--- src/pkg/axm_cfg.svh ---
// Function
// every register samples and updates on the rising edge of the one clock.
// reset is active low, asserts asynchronously, releases synchronously; clears all registers. The write buffer storage (mem_r) has no reset.
// write response codes: 00 okay, 01 exclusive okay, 10 slave error; never 11.
// read response codes: 00 okay, 01 exclusive okay, 10 slave error; never 11.
// master drives eight strobes, strobe n qualifies data byte n.
// write and read data buses are 64 bits wide.
// master supplies a 4-bit burst length giving the exact number of beats. The port counts len + 1 beats per burst.
// master supplies a 3-bit burst size giving bytes per beat.
// master supplies 2-bit burst type; with size it sets each beat address.
// master supplies a 2-bit lock type on each address channel.
// master presents only the burst start address; later addresses are derived.
// master tags each write beat with the id of its write address.
// each write response carries the id of its write address.
// read data carries the slave-produced id matching its read address.
// master raises write-last on the final write beat only.
// read-last is raised on the final beat of every read burst.
// write address moves when master valid and port ready are both high.
// read address moves when master valid and port ready are both high.
// write data moves when master valid and port ready are both high.
// write response stands valid until the master shows ready.
// read data stands valid until the master shows ready.
// write address ready is held low while outstanding writes reach the limit.
// write responses return in the order the write addresses were issued.
// locked transfers are not supported; lock type never changes behaviour.
// all ready and valid outputs toward the master are low during reset.
`ifndef AXM_CFG_SVH
`define AXM_CFG_SVH

`define AXM_ID_W 4
`define AXM_ADDR_W 32
`define AXM_DATA_W 64
`define AXM_STRB_W 8
`define AXM_LEN_W 4
`define AXM_SIZE_W 3
`define AXM_BURST_W 2
`define AXM_LOCK_W 2
`define AXM_RESP_W 2

`define AXM_RESP_OKAY 2'h0
`define AXM_RESP_EXOKAY 2'h1
`define AXM_RESP_SLVERR 2'h2
`define AXM_RESP_DECERR 2'h3
`define AXM_LOCK_NORMAL 2'h0

`define AXM_WR_ACCEPT 4
`define AXM_RD_ACCEPT 4
`define AXM_WFIFO_DEPTH 4

`endif

--- src/pkg/axm_pkg.sv ---
`include "axm_cfg.svh"

package axm_pkg;

  localparam int id_tag_width_param = `AXM_ID_W;
  localparam int address_bus_width_param = `AXM_ADDR_W;
  localparam int data_bus_width_param = `AXM_DATA_W;

  // address and control of one burst, shared by both address channels
  typedef struct packed {
    logic [id_tag_width_param-1:0] id;
    logic [address_bus_width_param-1:0] addr;
    logic [`AXM_LEN_W-1:0] len;
    logic [`AXM_SIZE_W-1:0] size;
    logic [`AXM_BURST_W-1:0] burst;
    logic [`AXM_LOCK_W-1:0] lock;
  } axm_ax_t;

  typedef struct packed {
    logic [id_tag_width_param-1:0] id;
    logic [data_bus_width_param-1:0] data;
    logic [`AXM_STRB_W-1:0] strb;
    logic last;
  } axm_w_t;

  typedef struct packed {
    logic [id_tag_width_param-1:0] id;
    logic [`AXM_RESP_W-1:0] resp;
  } axm_b_t;

  typedef struct packed {
    logic [id_tag_width_param-1:0] id;
    logic [data_bus_width_param-1:0] data;
    logic [`AXM_RESP_W-1:0] resp;
    logic last;
  } axm_r_t;

  // circular pointer step for queues of any depth
  function automatic int axm_wrap_inc(input int ptr, input int depth);
    return (ptr == depth - 1) ? 0 : ptr + 1;
  endfunction : axm_wrap_inc

  // the port has no decode-error answer; a stray one is reported as slave error
  function automatic logic [`AXM_RESP_W-1:0] axm_map_resp(input logic [`AXM_RESP_W-1:0] r);
    return (r == `AXM_RESP_DECERR) ? `AXM_RESP_SLVERR : r;
  endfunction : axm_map_resp

endpackage : axm_pkg

--- src/verilog/axm_master_port.sv ---
`timescale 1ns/100ps
`default_nettype none
`include "axm_cfg.svh"

////////////////////////////////////////////////////////////////////////////////
// write data buffer: ready comes from a flop so it has no combinational path from the drain side
module axm_fifo #(
  parameter int WIDTH = 8,
  parameter int DEPTH = `AXM_WFIFO_DEPTH
) (
  input wire logic clk_i,
  input wire logic rst_n_i,
  input wire logic [WIDTH-1:0] in_data_i,
  input wire logic in_valid_i,
  output logic in_ready_o,
  output logic [WIDTH-1:0] out_data_o,
  output logic out_valid_o,
  input wire logic out_ready_i
);
  localparam int PW = (DEPTH > 1) ? $clog2(DEPTH) : 1;
  localparam int CW = $clog2(DEPTH + 1);

  logic [WIDTH-1:0] mem_r [DEPTH];
  logic [PW-1:0] wr_ptr_r;
  logic [PW-1:0] rd_ptr_r;
  logic [CW-1:0] cnt_r;
  logic [CW-1:0] cnt_nxt;
  logic push;
  logic pop;

  assign push = in_valid_i && in_ready_o;
  assign pop = out_valid_o && out_ready_i;
  assign out_valid_o = (cnt_r != '0);
  assign out_data_o = mem_r[rd_ptr_r];

  // occupancy after this cycle's push and pop
  always_comb begin
    cnt_nxt = cnt_r + CW'(push) - CW'(pop);
  end

  // storage needs no reset; the count guards every read
  always_ff @(posedge clk_i) begin
    if (push) begin
      mem_r[wr_ptr_r] <= in_data_i;
    end
  end

  // pointers, count and ready
  always_ff @(posedge clk_i or negedge rst_n_i) begin
    if (!rst_n_i) begin
      wr_ptr_r <= '0;
      rd_ptr_r <= '0;
      cnt_r <= '0;
      in_ready_o <= 1'b0;
    end else begin
      if (push) begin
        wr_ptr_r <= PW'(axm_pkg::axm_wrap_inc(int'(wr_ptr_r), DEPTH));
      end
      if (pop) begin
        rd_ptr_r <= PW'(axm_pkg::axm_wrap_inc(int'(rd_ptr_r), DEPTH));
      end
      cnt_r <= cnt_nxt;
      in_ready_o <= (cnt_nxt != CW'(DEPTH));
    end
  end
endmodule : axm_fifo

////////////////////////////////////////////////////////////////////////////////
// one master port: master side m_*, fabric side s_*
module axm_master_port #(
  parameter int WR_ACCEPT = `AXM_WR_ACCEPT,
  parameter int RD_ACCEPT = `AXM_RD_ACCEPT,
  parameter int WFIFO_DEPTH = `AXM_WFIFO_DEPTH
) (
  input wire logic clk_i,
  input wire logic reset_n_i,
  input wire axm_pkg::axm_ax_t m_aw_i,
  input wire logic m_awvalid_i,
  output logic m_awready_o,
  input wire axm_pkg::axm_w_t m_w_i,
  input wire logic m_wvalid_i,
  output logic m_wready_o,
  output var axm_pkg::axm_b_t m_b_o,
  output logic m_bvalid_o,
  input wire logic m_bready_i,
  input wire axm_pkg::axm_ax_t m_ar_i,
  input wire logic m_arvalid_i,
  output logic m_arready_o,
  output var axm_pkg::axm_r_t m_r_o,
  output logic m_rvalid_o,
  input wire logic m_rready_i,
  output var axm_pkg::axm_ax_t s_aw_o,
  output logic s_awvalid_o,
  input wire logic s_awready_i,
  output var axm_pkg::axm_w_t s_w_o,
  output logic s_wvalid_o,
  input wire logic s_wready_i,
  input wire axm_pkg::axm_b_t s_b_i,
  input wire logic s_bvalid_i,
  output logic s_bready_o,
  output var axm_pkg::axm_ax_t s_ar_o,
  output logic s_arvalid_o,
  input wire logic s_arready_i,
  input wire axm_pkg::axm_r_t s_r_i,
  input wire logic s_rvalid_i,
  output logic s_rready_o
);
  localparam int WQ = (WR_ACCEPT > 1) ? $clog2(WR_ACCEPT) : 1;
  localparam int RQ = (RD_ACCEPT > 1) ? $clog2(RD_ACCEPT) : 1;
  localparam int WC = $clog2(WR_ACCEPT + 1);
  localparam int RC = $clog2(RD_ACCEPT + 1);
  localparam int WW = $bits(axm_pkg::axm_w_t);

  logic rsync1_r;
  logic rst_n;
  logic aw_take, aw_give, ar_take, ar_give;
  logic b_load, b_give, r_load, r_give, r_last;
  logic awvalid_nxt, arvalid_nxt, bvalid_nxt, rvalid_nxt;
  logic [WC-1:0] wr_cnt_r, wr_cnt_nxt;
  logic [RC-1:0] rd_cnt_r, rd_cnt_nxt;
  logic [axm_pkg::id_tag_width_param-1:0] wq_id_r [WR_ACCEPT];
  logic [WQ-1:0] wq_wr_r, wq_rd_r;
  logic [`AXM_LEN_W-1:0] rq_len_r [RD_ACCEPT];
  logic [RQ-1:0] rq_wr_r, rq_rd_r;
  logic [`AXM_LEN_W-1:0] rbeat_r;
  logic [WW-1:0] wf_data;
  logic wf_valid, wf_ready;

  //////////////////////////////////////////////////////////////////////////////
  // reset: asynchronous assertion, release retimed to the clock
  always_ff @(posedge clk_i or negedge reset_n_i) begin
    if (!reset_n_i) begin
      rsync1_r <= 1'b0;
      rst_n <= 1'b0;
    end else begin
      rsync1_r <= 1'b1;
      rst_n <= rsync1_r;
    end
  end

  //////////////////////////////////////////////////////////////////////////////
  // handshake terms, all on the rising edge
  assign aw_take = m_awvalid_i && m_awready_o;
  assign aw_give = s_awvalid_o && s_awready_i;
  assign ar_take = m_arvalid_i && m_arready_o;
  assign ar_give = s_arvalid_o && s_arready_i;
  assign b_load = s_bvalid_i && s_bready_o;
  assign b_give = m_bvalid_o && m_bready_i;
  assign r_load = s_rvalid_i && s_rready_o;
  assign r_give = m_rvalid_o && m_rready_i;
  assign r_last = (rbeat_r == rq_len_r[rq_rd_r]);

  // next states of the single-entry stages and the outstanding counts
  always_comb begin
    awvalid_nxt = aw_take ? 1'b1 : (aw_give ? 1'b0 : s_awvalid_o);
    arvalid_nxt = ar_take ? 1'b1 : (ar_give ? 1'b0 : s_arvalid_o);
    bvalid_nxt = b_load ? 1'b1 : (b_give ? 1'b0 : m_bvalid_o);
    rvalid_nxt = r_load ? 1'b1 : (r_give ? 1'b0 : m_rvalid_o);
    wr_cnt_nxt = wr_cnt_r + WC'(aw_take) - WC'(b_load);
    rd_cnt_nxt = rd_cnt_r + RC'(ar_take) - RC'(r_load && r_last);
  end

  //////////////////////////////////////////////////////////////////////////////
  // write address stage; ready drops at the acceptance limit
  always_ff @(posedge clk_i or negedge rst_n) begin
    if (!rst_n) begin
      s_aw_o <= '0;
      s_awvalid_o <= 1'b0;
      m_awready_o <= 1'b0;
    end else begin
      if (aw_take) begin
        s_aw_o <= m_aw_i;
        s_aw_o.lock <= `AXM_LOCK_NORMAL;
      end
      s_awvalid_o <= awvalid_nxt;
      m_awready_o <= !awvalid_nxt && (wr_cnt_nxt < WC'(WR_ACCEPT));
    end
  end

  // issue-order queue of write ids; responses are retagged from its head
  always_ff @(posedge clk_i or negedge rst_n) begin
    if (!rst_n) begin
      wq_wr_r <= '0;
      wq_rd_r <= '0;
      wr_cnt_r <= '0;
      for (int i = 0; i < WR_ACCEPT; i++) begin
        wq_id_r[i] <= '0;
      end
    end else begin
      if (aw_take) begin
        wq_id_r[wq_wr_r] <= m_aw_i.id;
        wq_wr_r <= WQ'(axm_pkg::axm_wrap_inc(int'(wq_wr_r), WR_ACCEPT));
      end
      if (b_load) begin
        wq_rd_r <= WQ'(axm_pkg::axm_wrap_inc(int'(wq_rd_r), WR_ACCEPT));
      end
      wr_cnt_r <= wr_cnt_nxt;
    end
  end

  //////////////////////////////////////////////////////////////////////////////
  // write data through the buffer, then an output register
  axm_fifo #(
    .WIDTH(WW),
    .DEPTH(WFIFO_DEPTH)
  ) u_wfifo (
    .clk_i(clk_i),
    .rst_n_i(rst_n),
    .in_data_i(m_w_i),
    .in_valid_i(m_wvalid_i),
    .in_ready_o(m_wready_o),
    .out_data_o(wf_data),
    .out_valid_o(wf_valid),
    .out_ready_i(wf_ready)
  );

  assign wf_ready = !s_wvalid_o || s_wready_i;

  // full-rate output register; strobes and last travel untouched
  always_ff @(posedge clk_i or negedge rst_n) begin
    if (!rst_n) begin
      s_w_o <= '0;
      s_wvalid_o <= 1'b0;
    end else if (wf_ready) begin
      s_wvalid_o <= wf_valid;
      if (wf_valid) begin
        s_w_o <= axm_pkg::axm_w_t'(wf_data);
      end
    end
  end

  //////////////////////////////////////////////////////////////////////////////
  // write response stage; taken only while a write is outstanding
  always_ff @(posedge clk_i or negedge rst_n) begin
    if (!rst_n) begin
      m_b_o <= '0;
      m_bvalid_o <= 1'b0;
      s_bready_o <= 1'b0;
    end else begin
      if (b_load) begin
        m_b_o.id <= wq_id_r[wq_rd_r];
        m_b_o.resp <= axm_pkg::axm_map_resp(s_b_i.resp);
      end
      m_bvalid_o <= bvalid_nxt;
      s_bready_o <= !bvalid_nxt && (wr_cnt_nxt != '0);
    end
  end

  //////////////////////////////////////////////////////////////////////////////
  // read address stage and burst-length queue
  always_ff @(posedge clk_i or negedge rst_n) begin
    if (!rst_n) begin
      s_ar_o <= '0;
      s_arvalid_o <= 1'b0;
      m_arready_o <= 1'b0;
    end else begin
      if (ar_take) begin
        s_ar_o <= m_ar_i;
        s_ar_o.lock <= `AXM_LOCK_NORMAL;
      end
      s_arvalid_o <= arvalid_nxt;
      m_arready_o <= !arvalid_nxt && (rd_cnt_nxt < RC'(RD_ACCEPT));
    end
  end

  // lengths are kept so that read-last does not rely on the fabric
  always_ff @(posedge clk_i or negedge rst_n) begin
    if (!rst_n) begin
      rq_wr_r <= '0;
      rq_rd_r <= '0;
      rd_cnt_r <= '0;
      rbeat_r <= '0;
      for (int i = 0; i < RD_ACCEPT; i++) begin
        rq_len_r[i] <= '0;
      end
    end else begin
      if (ar_take) begin
        rq_len_r[rq_wr_r] <= m_ar_i.len;
        rq_wr_r <= RQ'(axm_pkg::axm_wrap_inc(int'(rq_wr_r), RD_ACCEPT));
      end
      if (r_load && r_last) begin
        rq_rd_r <= RQ'(axm_pkg::axm_wrap_inc(int'(rq_rd_r), RD_ACCEPT));
        rbeat_r <= '0;
      end else if (r_load) begin
        rbeat_r <= rbeat_r + `AXM_LEN_W'(1);
      end
      rd_cnt_r <= rd_cnt_nxt;
    end
  end

  // read data stage; the id comes from the slave unchanged
  always_ff @(posedge clk_i or negedge rst_n) begin
    if (!rst_n) begin
      m_r_o <= '0;
      m_rvalid_o <= 1'b0;
      s_rready_o <= 1'b0;
    end else begin
      if (r_load) begin
        m_r_o.id <= s_r_i.id;
        m_r_o.data <= s_r_i.data;
        m_r_o.resp <= axm_pkg::axm_map_resp(s_r_i.resp);
        m_r_o.last <= r_last;
      end
      m_rvalid_o <= rvalid_nxt;
      s_rready_o <= !rvalid_nxt && (rd_cnt_nxt != '0);
    end
  end
endmodule : axm_master_port

`default_nettype wire

--- config.mk ---
export PLATFORM = sky130hd
export DESIGN_NAME = axm_master_port
export DESIGN_NICKNAME = d
export VERILOG_FILES = /design/src/pkg/axm_pkg.sv /design/src/verilog/axm_master_port.sv
export VERILOG_INCLUDE_DIRS = /design/src /design/src/pkg
export SDC_FILE = /design/constraint.sdc
export NUM_CORES = 1
export LEC_CHECK = 0
export ABC_CLOCK_PERIOD_IN_PS = 20500
export BUFFER_PORTS_ARGS = -buffer_cell sky130_fd_sc_hd__buf_4
export CELL_PAD_IN_SITES_DETAIL_PLACEMENT = 0
export CELL_PAD_IN_SITES_GLOBAL_PLACEMENT = 1
export CORE_MARGIN = 10
export CORE_UTILIZATION = 48
export CTS_CLUSTER_DIAMETER = 50
export DETAILED_ROUTE_END_ITERATION = 8
export GPL_ROUTABILITY_DRIVEN = 0
export PLACE_DENSITY = 0.83
export SETUP_SLACK_MARGIN = 0.02
export SLEW_MARGIN = 20
export SYNTH_ARGS = -nofsm -noshare
export SYNTH_HDL_FRONTEND = slang
export SYNTH_SLANG_ARGS = --single-unit
--- constraint.sdc ---
create_clock -name clk_i -period 20.5 [get_ports clk_i]
set_input_delay 4.1 -clock clk_i [delete_from_list [all_inputs] [get_ports clk_i]]
set_output_delay 4.1 -clock clk_i [all_outputs]
set_load 0.01 [all_outputs]
Word level (Yosys, flattened, before mapping)
Memories as Yosys holds them, arrays and structs flattened. A register that Yosys moved wholly into a read port is not among the register bits.
Cells that the tools add are included.
{"block": "word_totals", "reg_bits": 236, "ramBits": 308, "input_bits": 260, "word_cells": 143, "n_memories": 1}
{"memory": "u_wfifo.mem_r", "depth": 4, "word_bits": 77, "read_ports": 1, "rd_clocked_by_memory_dff": 1, "write_ports": 1, "line_no": "axm_master_port.sv:23", "source": "logic [WIDTH-1:0] mem_r [DEPTH];"}
{"block": "classes", "add_sub_neg": 13, "n_lt_le_gt_ge": 8, "eq_ne": 10, "n_mux": 32, "bitwise": 4, "reduce_logical": 29}
{"operator": "16-bit bitwise mux", "n": 2}
{"operator": "4-bit 2-to-1 mux", "n": 8}
{"operator": "1-bit logical AND", "n": 17}
{"operator": "4-bit binary-select mux with 2-bit select", "n": 2}
{"operator": "4-bit demux with 2-bit select", "n": 2}
{"operator": "2-bit 2-to-1 mux", "n": 8}
{"operator": "2-bit by 1-bit adder with 2-bit output (second input constant)", "n": 6}
{"operator": "2-bit by 1-bit == test with 1-bit output (second input constant)", "n": 6}
{"operator": "3-bit greater-or-equal comparator (second input constant)", "n": 4}
{"operator": "2-bit inverter with 3-bit output", "n": 4}
{"operator": "1-bit 2-to-1 mux", "n": 10}
{"operator": "3-bit by 1-bit adder with 3-bit output", "n": 3}
{"operator": "3-bit nonzero test", "n": 3}
{"operator": "3-bit by 1-bit subtractor with 3-bit output", "n": 3}
{"operator": "1-bit zero test", "n": 6}
{"operator": "3-bit by 1-bit < comparator with 1-bit output (second input constant)", "n": 2}
{"operator": "3-bit < comparator (second input constant)", "n": 2}
{"operator": "4-bit by 1-bit adder with 4-bit output (second input constant)", "n": 1}
{"operator": "2-bit == test (second input constant)", "n": 2}
{"operator": "4-bit == test", "n": 1}
{"operator": "3-bit != test (second input constant)", "n": 1}
{"operator": "2-bit AND reduction", "n": 1}
{"operator": "2-bit nonzero test", "n": 1}
{"operator": "1-bit logical OR", "n": 1}

Logic depth before layout (Yosys ltp)
Gate-level depths: netlist (run 1).
{"block": "logic_depth", "depth_word": 9, "mapped_depth": 13, "depth_no_buf": 12}

Hierarchy
A second synthesis (run 1) with hierarchy kept.
{"block": "hier_totals", "hier_cells": 1363, "area_unflattened_um2": 23391.2}
{"module": "axm_master_port", "instances": 1, "cells_per_inst": 923, "area_per_inst_um2": 11817.6, "seq_area_each_um2": 7632.3}
{"module": "axm_fifo", "instances": 1, "cells_per_inst": 440, "area_per_inst_um2": 11573.6, "seq_area_each_um2": 9449.1}

Worst setup path before layout (run 1)
Ideal clock, no wire load.
{"block": "synth_timing", "path_type": "input port to flip-flop", "start": "in m_wvalid_i", "end": "mem u_wfifo.mem_r[0][0] in the netlist's numbering (enable)", "t_arrival_ns": 5.947, "required_ns": 20.056, "slack_ns": 14.108, "path_stages": 1, "n_path_buf": 0, "cell_sequence": "and3_1"}
{"block": "synth_between", "elab_chain_cells": 3}
{"element": "start: declaration", "line_no": "axm_master_port.sv:81", "source": "input wire logic m_wvalid_i,"}
{"element": "1-bit logical AND", "line_no": "axm_master_port.sv:31", "source": "assign push = in_valid_i && in_ready_o;"}
{"element": "1-bit 2-to-1 mux", "line_no": "axm_master_port.sv:43", "source": "if (push) begin"}
{"element": "1-bit 2-to-1 mux (implied by the code)", "line_no": "axm_master_port.sv:44", "source": "mem_r[wr_ptr_r] <= in_data_i;"}
{"element": "end: declaration", "line_no": "axm_master_port.sv:23"}
No other way between the ends.

Final worst setup path (run 1)
{"block": "layout_timing", "start": "in s_rvalid_i", "end": "reg s_rready_o"}
{"block": "layout_between", "elab_chain_cells": 5, "elab_cells_between_ends": 7}
{"element": "start: declaration", "line_no": "axm_master_port.sv:105", "source": "input wire logic s_rvalid_i,"}
{"element": "1-bit logical AND", "line_no": "axm_master_port.sv:149", "source": "assign r_load = s_rvalid_i && s_rready_o;"}
{"element": "1-bit logical AND", "line_no": "axm_master_port.sv:160", "source": "rd_cnt_nxt = rd_cnt_r + RC'(ar_take) - RC'(r_load && r_last);"}
{"element": "3-bit by 1-bit subtractor with 3-bit output", "line_no": "axm_master_port.sv:160"}
{"element": "net rd_cnt_nxt[2]", "line_no": "axm_master_port.sv:120", "source": "logic [RC-1:0] rd_cnt_r, rd_cnt_nxt;"}
{"element": "3-bit nonzero test", "line_no": "axm_master_port.sv:305", "source": "s_rready_o <= !rvalid_nxt && (rd_cnt_nxt != '0);"}
{"element": "1-bit logical AND", "line_no": "axm_master_port.sv:305"}
{"element": "end signal: assignment", "line_no": "axm_master_port.sv:305"}
{"element": "end: declaration", "line_no": "axm_master_port.sv:106", "source": "output logic s_rready_o"}
The timed path passes the listed nets, and every way through them passes these cells.
A chain may end at the register's enable or synchronous reset.

==> results of run 1 <==
==> routing by layer <==
metal  vias up  part of all wire  global-route usage  wire, um
met3       101             0.082              0.0729      4900
met1      6732              0.37               0.229     22000
met5         -           0.00086                   0        51
li1       5997                 -                   -         -
met4         8             0.034              0.0788      2000
met2       383              0.51               0.348     30700
==> flip-flops by register name, summed over array words and instances, names as in the netlist, 6 cells and up <==
signal	flops
wq_id_r	16
s_aw_o	45
s_w_o	77
u_wfifo.mem_r	308
m_b_o	6
rq_len_r	16
s_ar_o	45
m_r_o	71
==> worst paths after layout <==
check / from / to
max: s_rvalid_i / s_rready_o$_DFF_PN0_
min: rsync1_r$_DFF_PN0_ / rst_n$_DFF_PN0_
max reg2reg: rq_rd_r[0]$_DFFE_PN0N_ / s_rready_o$_DFF_PN0_
min reg2reg: rsync1_r$_DFF_PN0_ / rst_n$_DFF_PN0_
max in group asynchronous: reset_n_i / rst_n$_DFF_PN0_
min in group asynchronous: rst_n$_DFF_PN0_ / s_w_o[4]$_DFFE_PN0P_
==> area by class of cell <==
| type | instances | area [um^2] | share of cell area |
|---|---|---|---|
| Clock inverter | 25 | 263 | 0.00874 |
| Timing Repair Buffer | 521 | 3930 | 0.131 |
| Inverter | 28 | 105 | 0.00350 |
| Tap cell | 615 | 769 | 0.0256 |
| Sequential cell | 621 | 17100 | 0.569 |
| Multi-Input combinational cell | 660 | 5910 | 0.197 |
| Clock buffer | 98 | 1970 | 0.0654 |
| Antenna cell | 9 | 22.5 | 0.000749 |
==> logic make-up after synthesis <==
group                      share of synthesized area
xor gates and xnor gates                     0.00526
adders and majority gates                     0.0144
AOI/OAI and AO/OA                            0.00531
other                                       0.000322
muxes                                          0.173
DFF                                            0.732
and+or+nand+nor                               0.0536
buffers and inverters                         0.0160
==> critical path: cells and delay by family <==
family / cells / cell delay, ns
simple gates: 4 / 1.25
xor+xnor: 2 / 0.32
compound gates: 1 / 0.31
fa+ha+maj: 3 / 0.75
buf+inv: 2 / 0.12
==> through the flow <==
step / hold slack [ns] / setup slack (ns) / std cells
floorplan: 0.331 / 11.13 / 1370
global placement: 0.338 / 13.59 / 2444
detailed placement: 0.337 / 13.47 / 2444
CTS: 0.375 / 14.05 / 2567
global route: 0.375 / 13.90 / 2575
finish: 0.372 / 14.08 / 2577
==> power breakdown <==
part / switching, mW / internal, mW / total, mW
clock network: 0.481 / 0.722 / 1.20
registers: 0.230 / 1.74 / 1.97
logic: 0.731 / 0.804 / 1.54
==> synthesized netlist by cell type (all sizes together), types with 3 or more instances <==
master / count / area [um^2]
dfrtp: 313 / 7830
edfxtp: 308 / 9250
nand2: 294 / 1100
mux2: 187 / 2110
mux4: 83 / 1880
buf: 32 / 160
clkbuf: 29 / 109
inv: 26 / 97.6
ha: 22 / 275
o21ai: 16 / 80.1
xnor2: 9 / 78.8
nor2: 8 / 30.0
xor2: 5 / 43.8
and3: 4 / 25.0
mux2i: 4 / 40.0
nor3: 4 / 20.0
or3: 4 / 25.0
fa: 3 / 60.1
nand2b: 3 / 18.8
==> layout by cell type, fill, tap and decap left out, types with 4 or more instances in the layout <==
cell type  synthesis  final
clkinv_2           0      6
clkinv_1           2      8
xnor2_1            9      9
bufinv_16          0      4
mux2_2           186    186
and3_4             0      4
inv_6              0      5
o21ai_0           16     16
conb_1             2      5
xor2_1             5      5
mux4_2            81     81
mux2i_1            4      4
clkbuf_1          29     17
clkbuf_16          0     70
ha_1              22     22
or3_1              4      4
nand2_1          294    294
diode_2            0      9
clkbuf_8           0     11
nor3_1             4      4
dfrtp_1          313    310
buf_4              4    520
nor2_1             8      8
edfxtp_1         308    308
inv_1             26     26
==> run_results.csv, run 1 <==
group,metric,value,unit
setup_path,reg2reg_depth,12,
min_path,hold_depth,0,
sta,drv_slew,0,
power_and_ir_drop,fin_total_pwr,4.71,mW
power_and_ir_drop,power.density,157,mW/mm^2
setup_path,critPathKind,"in2reg",
route,routed_wirelength,59600,um
setup_path,worstPathRequired,20.95,ns
yosys,ys_warn_count,0,
cts,insertion_delay,0.60,ns
placement,place_hpwl,41600,um
cts,clock_path_buffers,3,
final_layout,final_core_util,0.628,
setup_path,path_cells,"buf_4 -> and2_4 -> nand3_2 -> a21oi_4 -> ha_1 -> inv_1 -> ha_1 -> fa_1 -> xnor2_1 -> xnor2_1 -> nor3_1 -> nor2_1",
global_routing,grt_first_pass_wirelength,87800,um
sta,timing.fmax,156,MHz
final_layout,finalInstanceArea,0.0301,mm^2
setup_path,crit_fanout,73,
setup_path,r2r_setup_slack,17.25,ns
final_layout,syn_to_final_growth,28.9,%
cts,ctsHoldBuffers,0,
yosys,async_flop_share,0.504,
setup_path,cpPeakStageDelay,0.76,ns
global_routing,grt_pass1_vias,13800,
yosys,synth-seq-cells,621,
yosys,synth_ff_type,"dfrtp_1",
cts,cts.clk_slew.worst_paths,0.06,ns
cts,cts_sinks,621,
floorplanning,rows,80,
status,outcome,"finished, final reports clean",
floorplanning,die_w,240,um
floorplanning,num_io_pins,518,
route,first_pass_iters,4,
route,drtAntennaViolNets,0,
setup_path,arrival,6.87,ns
route,routed_via_density,5.13,
cts,cts_tree,"yes",
cts,cts_buffers,68,
setup_path,end_kind,"flop",
final_layout,fin_nets,2185,
placement,port-buffer-count,504,
route,dr_total_vias,13200,
sta,layout_min_cycle_time,6.42,ns
floorplanning,dieArea,0.0578,mm^2
global_routing,grt_max_degree,75,
cts,ctsResizeCount,0,
cts,post_cts_buffers,0,
route,drc,0,
power_and_ir_drop,power_leakage,12.8,nW
yosys,ys_seq_area_frac,0.732,
yosys,avgSynthCellArea,17.1,um^2
sta,tns,0,ns
global_routing,grt_antenna_before_repair,12,
sta,finalClockSkew,0.0272,ns
floorplanning,chipHeight,240,um
yosys,synth-edff-count,308,
placement,dpl-instance-area,0.0278,mm^2
sta,fin_crit_sh,0.313,
global_routing,overflow,0,
cts,cts-root-buf,"clkbuf_16",
sta,worst_pin_slew,0.977,ns
cts,ctsHtreeMaxLevel,3,
yosys,syn_inst,1367,
setup_path,worstSetupStartpointType,"input pin",
final_layout,nFillCells,3539,
route,routedWlPerCell,23.1,um
route,drt_iter0_markers,712,
sta,slew-limit-headroom,0.349,
final_layout,drive_above_1_share,0.461,
floorplanning,core_area,0.0478,mm^2
global_routing,track_usage,0.203,
flow_run,max_cap_violations,0,
sta,hold_viol,0,
sta,rsz0062_at_grt,"false",
setup_path,cp_slowest_cell,"and2_4",
min_path,min_path_type,"reg2reg",
yosys,synthesis.area,0.0233,mm^2
sta,setup_violations,0,
yosys,synth_cell_type_count,34,
power_and_ir_drop,irDropWorstVdd,0.114,mV
floorplanning,initial_utilization,0.487,
No activity file was read; power rests on OpenSTA's default activity.
==> inputs of run 2 (changes only) <==
--- a/config.mk
+++ b/config.mk
@@ -6,16 +6,16 @@
 export SDC_FILE = /design/constraint.sdc
 export NUM_CORES = 1
 export LEC_CHECK = 0
-export ABC_CLOCK_PERIOD_IN_PS = 20500
+export ABC_CLOCK_PERIOD_IN_PS = 5650
 export BUFFER_PORTS_ARGS = -buffer_cell sky130_fd_sc_hd__buf_4
 export CELL_PAD_IN_SITES_DETAIL_PLACEMENT = 0
 export CELL_PAD_IN_SITES_GLOBAL_PLACEMENT = 1
 export CORE_MARGIN = 10
-export CORE_UTILIZATION = 48
+export CORE_UTILIZATION = 40
 export CTS_CLUSTER_DIAMETER = 50
 export DETAILED_ROUTE_END_ITERATION = 8
 export GPL_ROUTABILITY_DRIVEN = 0
-export PLACE_DENSITY = 0.83
+export PLACE_DENSITY = 0.74
 export SETUP_SLACK_MARGIN = 0.02
 export SLEW_MARGIN = 20
 export SYNTH_ARGS = -nofsm -noshare
==> constraint.sdc (replaced) <==
create_clock -name clk_i -period 5.65 [get_ports clk_i]
set_input_delay 1.13 -clock clk_i [delete_from_list [all_inputs] [get_ports clk_i]]
set_output_delay 1.13 -clock clk_i [all_outputs]
set_load 0.01 [all_outputs]
==> run_results.csv, run 2 (synthesized netlist as in run 1, its figures left out) <==
group,metric,value,unit
sta,drv_slew,0,
cts,cts.clk_slew.worst_paths,0.06,ns
route,first_pass_iters,4,
floorplanning,num_io_pins,518,
sta,setup_violations,0,
power_and_ir_drop,swShare,0.305,
route,routed_via_density,4.82,
floorplanning,chipHeight,261,um
power_and_ir_drop,combPwrFrac,0.317,
placement,place_hpwl,40800,um
global_routing,grt_max_degree,123,
floorplanning,rows,88,
final_layout,largest_register_ffs,308,
route,dr_total_vias,13200,
sta,finalClockSkew,0.0151,ns
cts,cts_tree,"yes",
cts,cts_sinks,621,
final_layout,final_core_util,0.527,
power_and_ir_drop,power.internal,12.0,mW
setup_path,arrival,3.54,ns
cts,ctsHoldBuffers,0,
status,outcome,"finished, final reports clean",
sta,hold_viol,0,
final_layout,finalInstanceArea,0.0304,mm^2
final_layout,top_register,"u_wfifo.mem_r",
setup_path,worstPathRequired,6.17,ns
cts,ctsResizeCount,0,
setup_path,r2r_start,"rq_rd_r[0]$_DFFE_PN0N_",
global_routing,track_usage,0.170,
power_and_ir_drop,pwr-share-seq,0.417,
sta,worst_pin_slew,1.04,ns
power_and_ir_drop,power.density,569,mW/mm^2
global_routing,grt_first_pass_wirelength,87500,um
setup_path,reg2reg_depth,12,
global_routing,grt_pass1_vias,13800,
final_layout,layout_commonest_cell,"buf_4",
placement,dpl-instance-area,0.0280,mm^2
setup_path,worstSetupStartpointType,"flop",
setup_path,r2r_end,"s_rready_o$_DFF_PN0_",
sta,layout_min_cycle_time,3.02,ns
final_layout,syn_to_final_growth,30.3,%
final_layout,fin_nets,2191,
setup_path,critPathKind,"reg2reg",
route,routed_wirelength,59700,um
floorplanning,initial_utilization,0.404,
cts,clock_path_buffers,3,
floorplanning,dieArea,0.0684,mm^2
cts,ctsHtreeMaxLevel,3,
placement,port-buffer-count,504,
placement,dp.cells,2595,
floorplanning,core_area,0.0577,mm^2
sta,fin_crit_sh,0.534,
cts,cts_buffers,74,
sta,slew-limit-headroom,0.309,
power_and_ir_drop,clock_power_share,0.266,
floorplanning,die_w,261,um
global_routing,grt_antenna_before_repair,9,
sta,rsz0062_at_grt,"false",
final_layout,drive_above_1_share,0.462,
flow_run,max_cap_violations,0,
route,routedWlPerCell,21.9,um
route,drc,0,
setup_path,crit_fanout,7,
setup_path,end_kind,"flop",
global_routing,overflow,0,
sta,tns,0,ns
power_and_ir_drop,irDropWorstVdd,0.357,mV
final_layout,mostFrequentLayoutCells,"buf_4 (520), dfrtp_1 (310), edfxtp_1 (308)",
final_layout,largestRegisters,"u_wfifo.mem_r x308, s_w_o x77, m_r_o x71",
final_layout,fin_cells,2732,
cts,insertion_delay,0.60,ns
min_path,min_path_type,"in2async",
setup_path,r2r_setup_slack,2.63,ns
power_and_ir_drop,power_leakage,12.8,nW
cts,cts-root-buf,"clkbuf_16",
power_and_ir_drop,p_sw,5.28,mW
route,drtAntennaViolNets,0,
cts,post_cts_buffers,0,
power_and_ir_drop,fin_total_pwr,17.3,mW
sta,timing.fmax,331,MHz
route,drt_iter0_markers,612,
run 2: worst max path at each step:
stage,startpoint,end,cells after the start
3_5_place_dp,m_arvalid_i,s_rready_o$_DFF_PN0_,11
6_report,rq_rd_r[0]$_DFFE_PN0N_,s_rready_o$_DFF_PN0_,12
3_3_place_gp,m_arvalid_i,s_rready_o$_DFF_PN0_,11
5_1_grt,rq_rd_r[0]$_DFFE_PN0N_,s_rready_o$_DFF_PN0_,12
2_1_floorplan,rst_n$_DFF_PN0_,m_arready_o$_DFF_PN0_,0
4_1_cts,rq_rd_r[0]$_DFFE_PN0N_,s_rready_o$_DFF_PN0_,12
run 2: per-layer routing:
layer | vias to the layer above | GRT usage | part of all wire
li1 | 6033 | - | -
met1 | 6666 | 0.191 | 0.37
met2 | 385 | 0.297 | 0.52
met3 | 79 | 0.0683 | 0.091
met4 | 14 | 0.0456 | 0.017
met5 | - | 0 | 0.0018
run 2: critical path, cell delays in order, from the launching register on:
cell and delay [ns]:
dfrtp_1 0.44, mux4_1 0.60, xnor2_1 0.18, nand3_2 0.14, a21oi_4 0.24, ha_1 0.16
inv_1 0.05, ha_1 0.19, fa_1 0.37, xnor2_1 0.15, xnor2_1 0.25, nor3_1 0.08
nor2_1 0.10
run 2: power by group through the flow:
stage	Clock, mW	Sequential, mW	Combinational [mW]
floorplan	0	7.45	2.78
global placement	0	7.24	5.56
detailed placement	0	7.31	5.63
CTS	4.73	7.23	5.65
global route	4.92	7.40	5.98
finish	4.60	7.20	5.48
run 2: final cells by class:
cell class	instances	area, um^2
Fill cell	4834	27300
Inverter	28	105
Antenna cell	2	5.00
Multi-Input combinational cell	660	5910
Tap cell	765	957
Clock inverter	34	348
Timing Repair Buffer	521	3920
Clock buffer	101	2030
Sequential cell	621	17100
run 2: per-stage QoR:
stage	setup slack [ns]	hold WS [ns]
floorplan	0.529	0.331
global placement	2.10	0.339
detailed placement	2.14	0.342
finish	2.63	0.310
CTS	2.61	0.263
global route	2.38	0.270
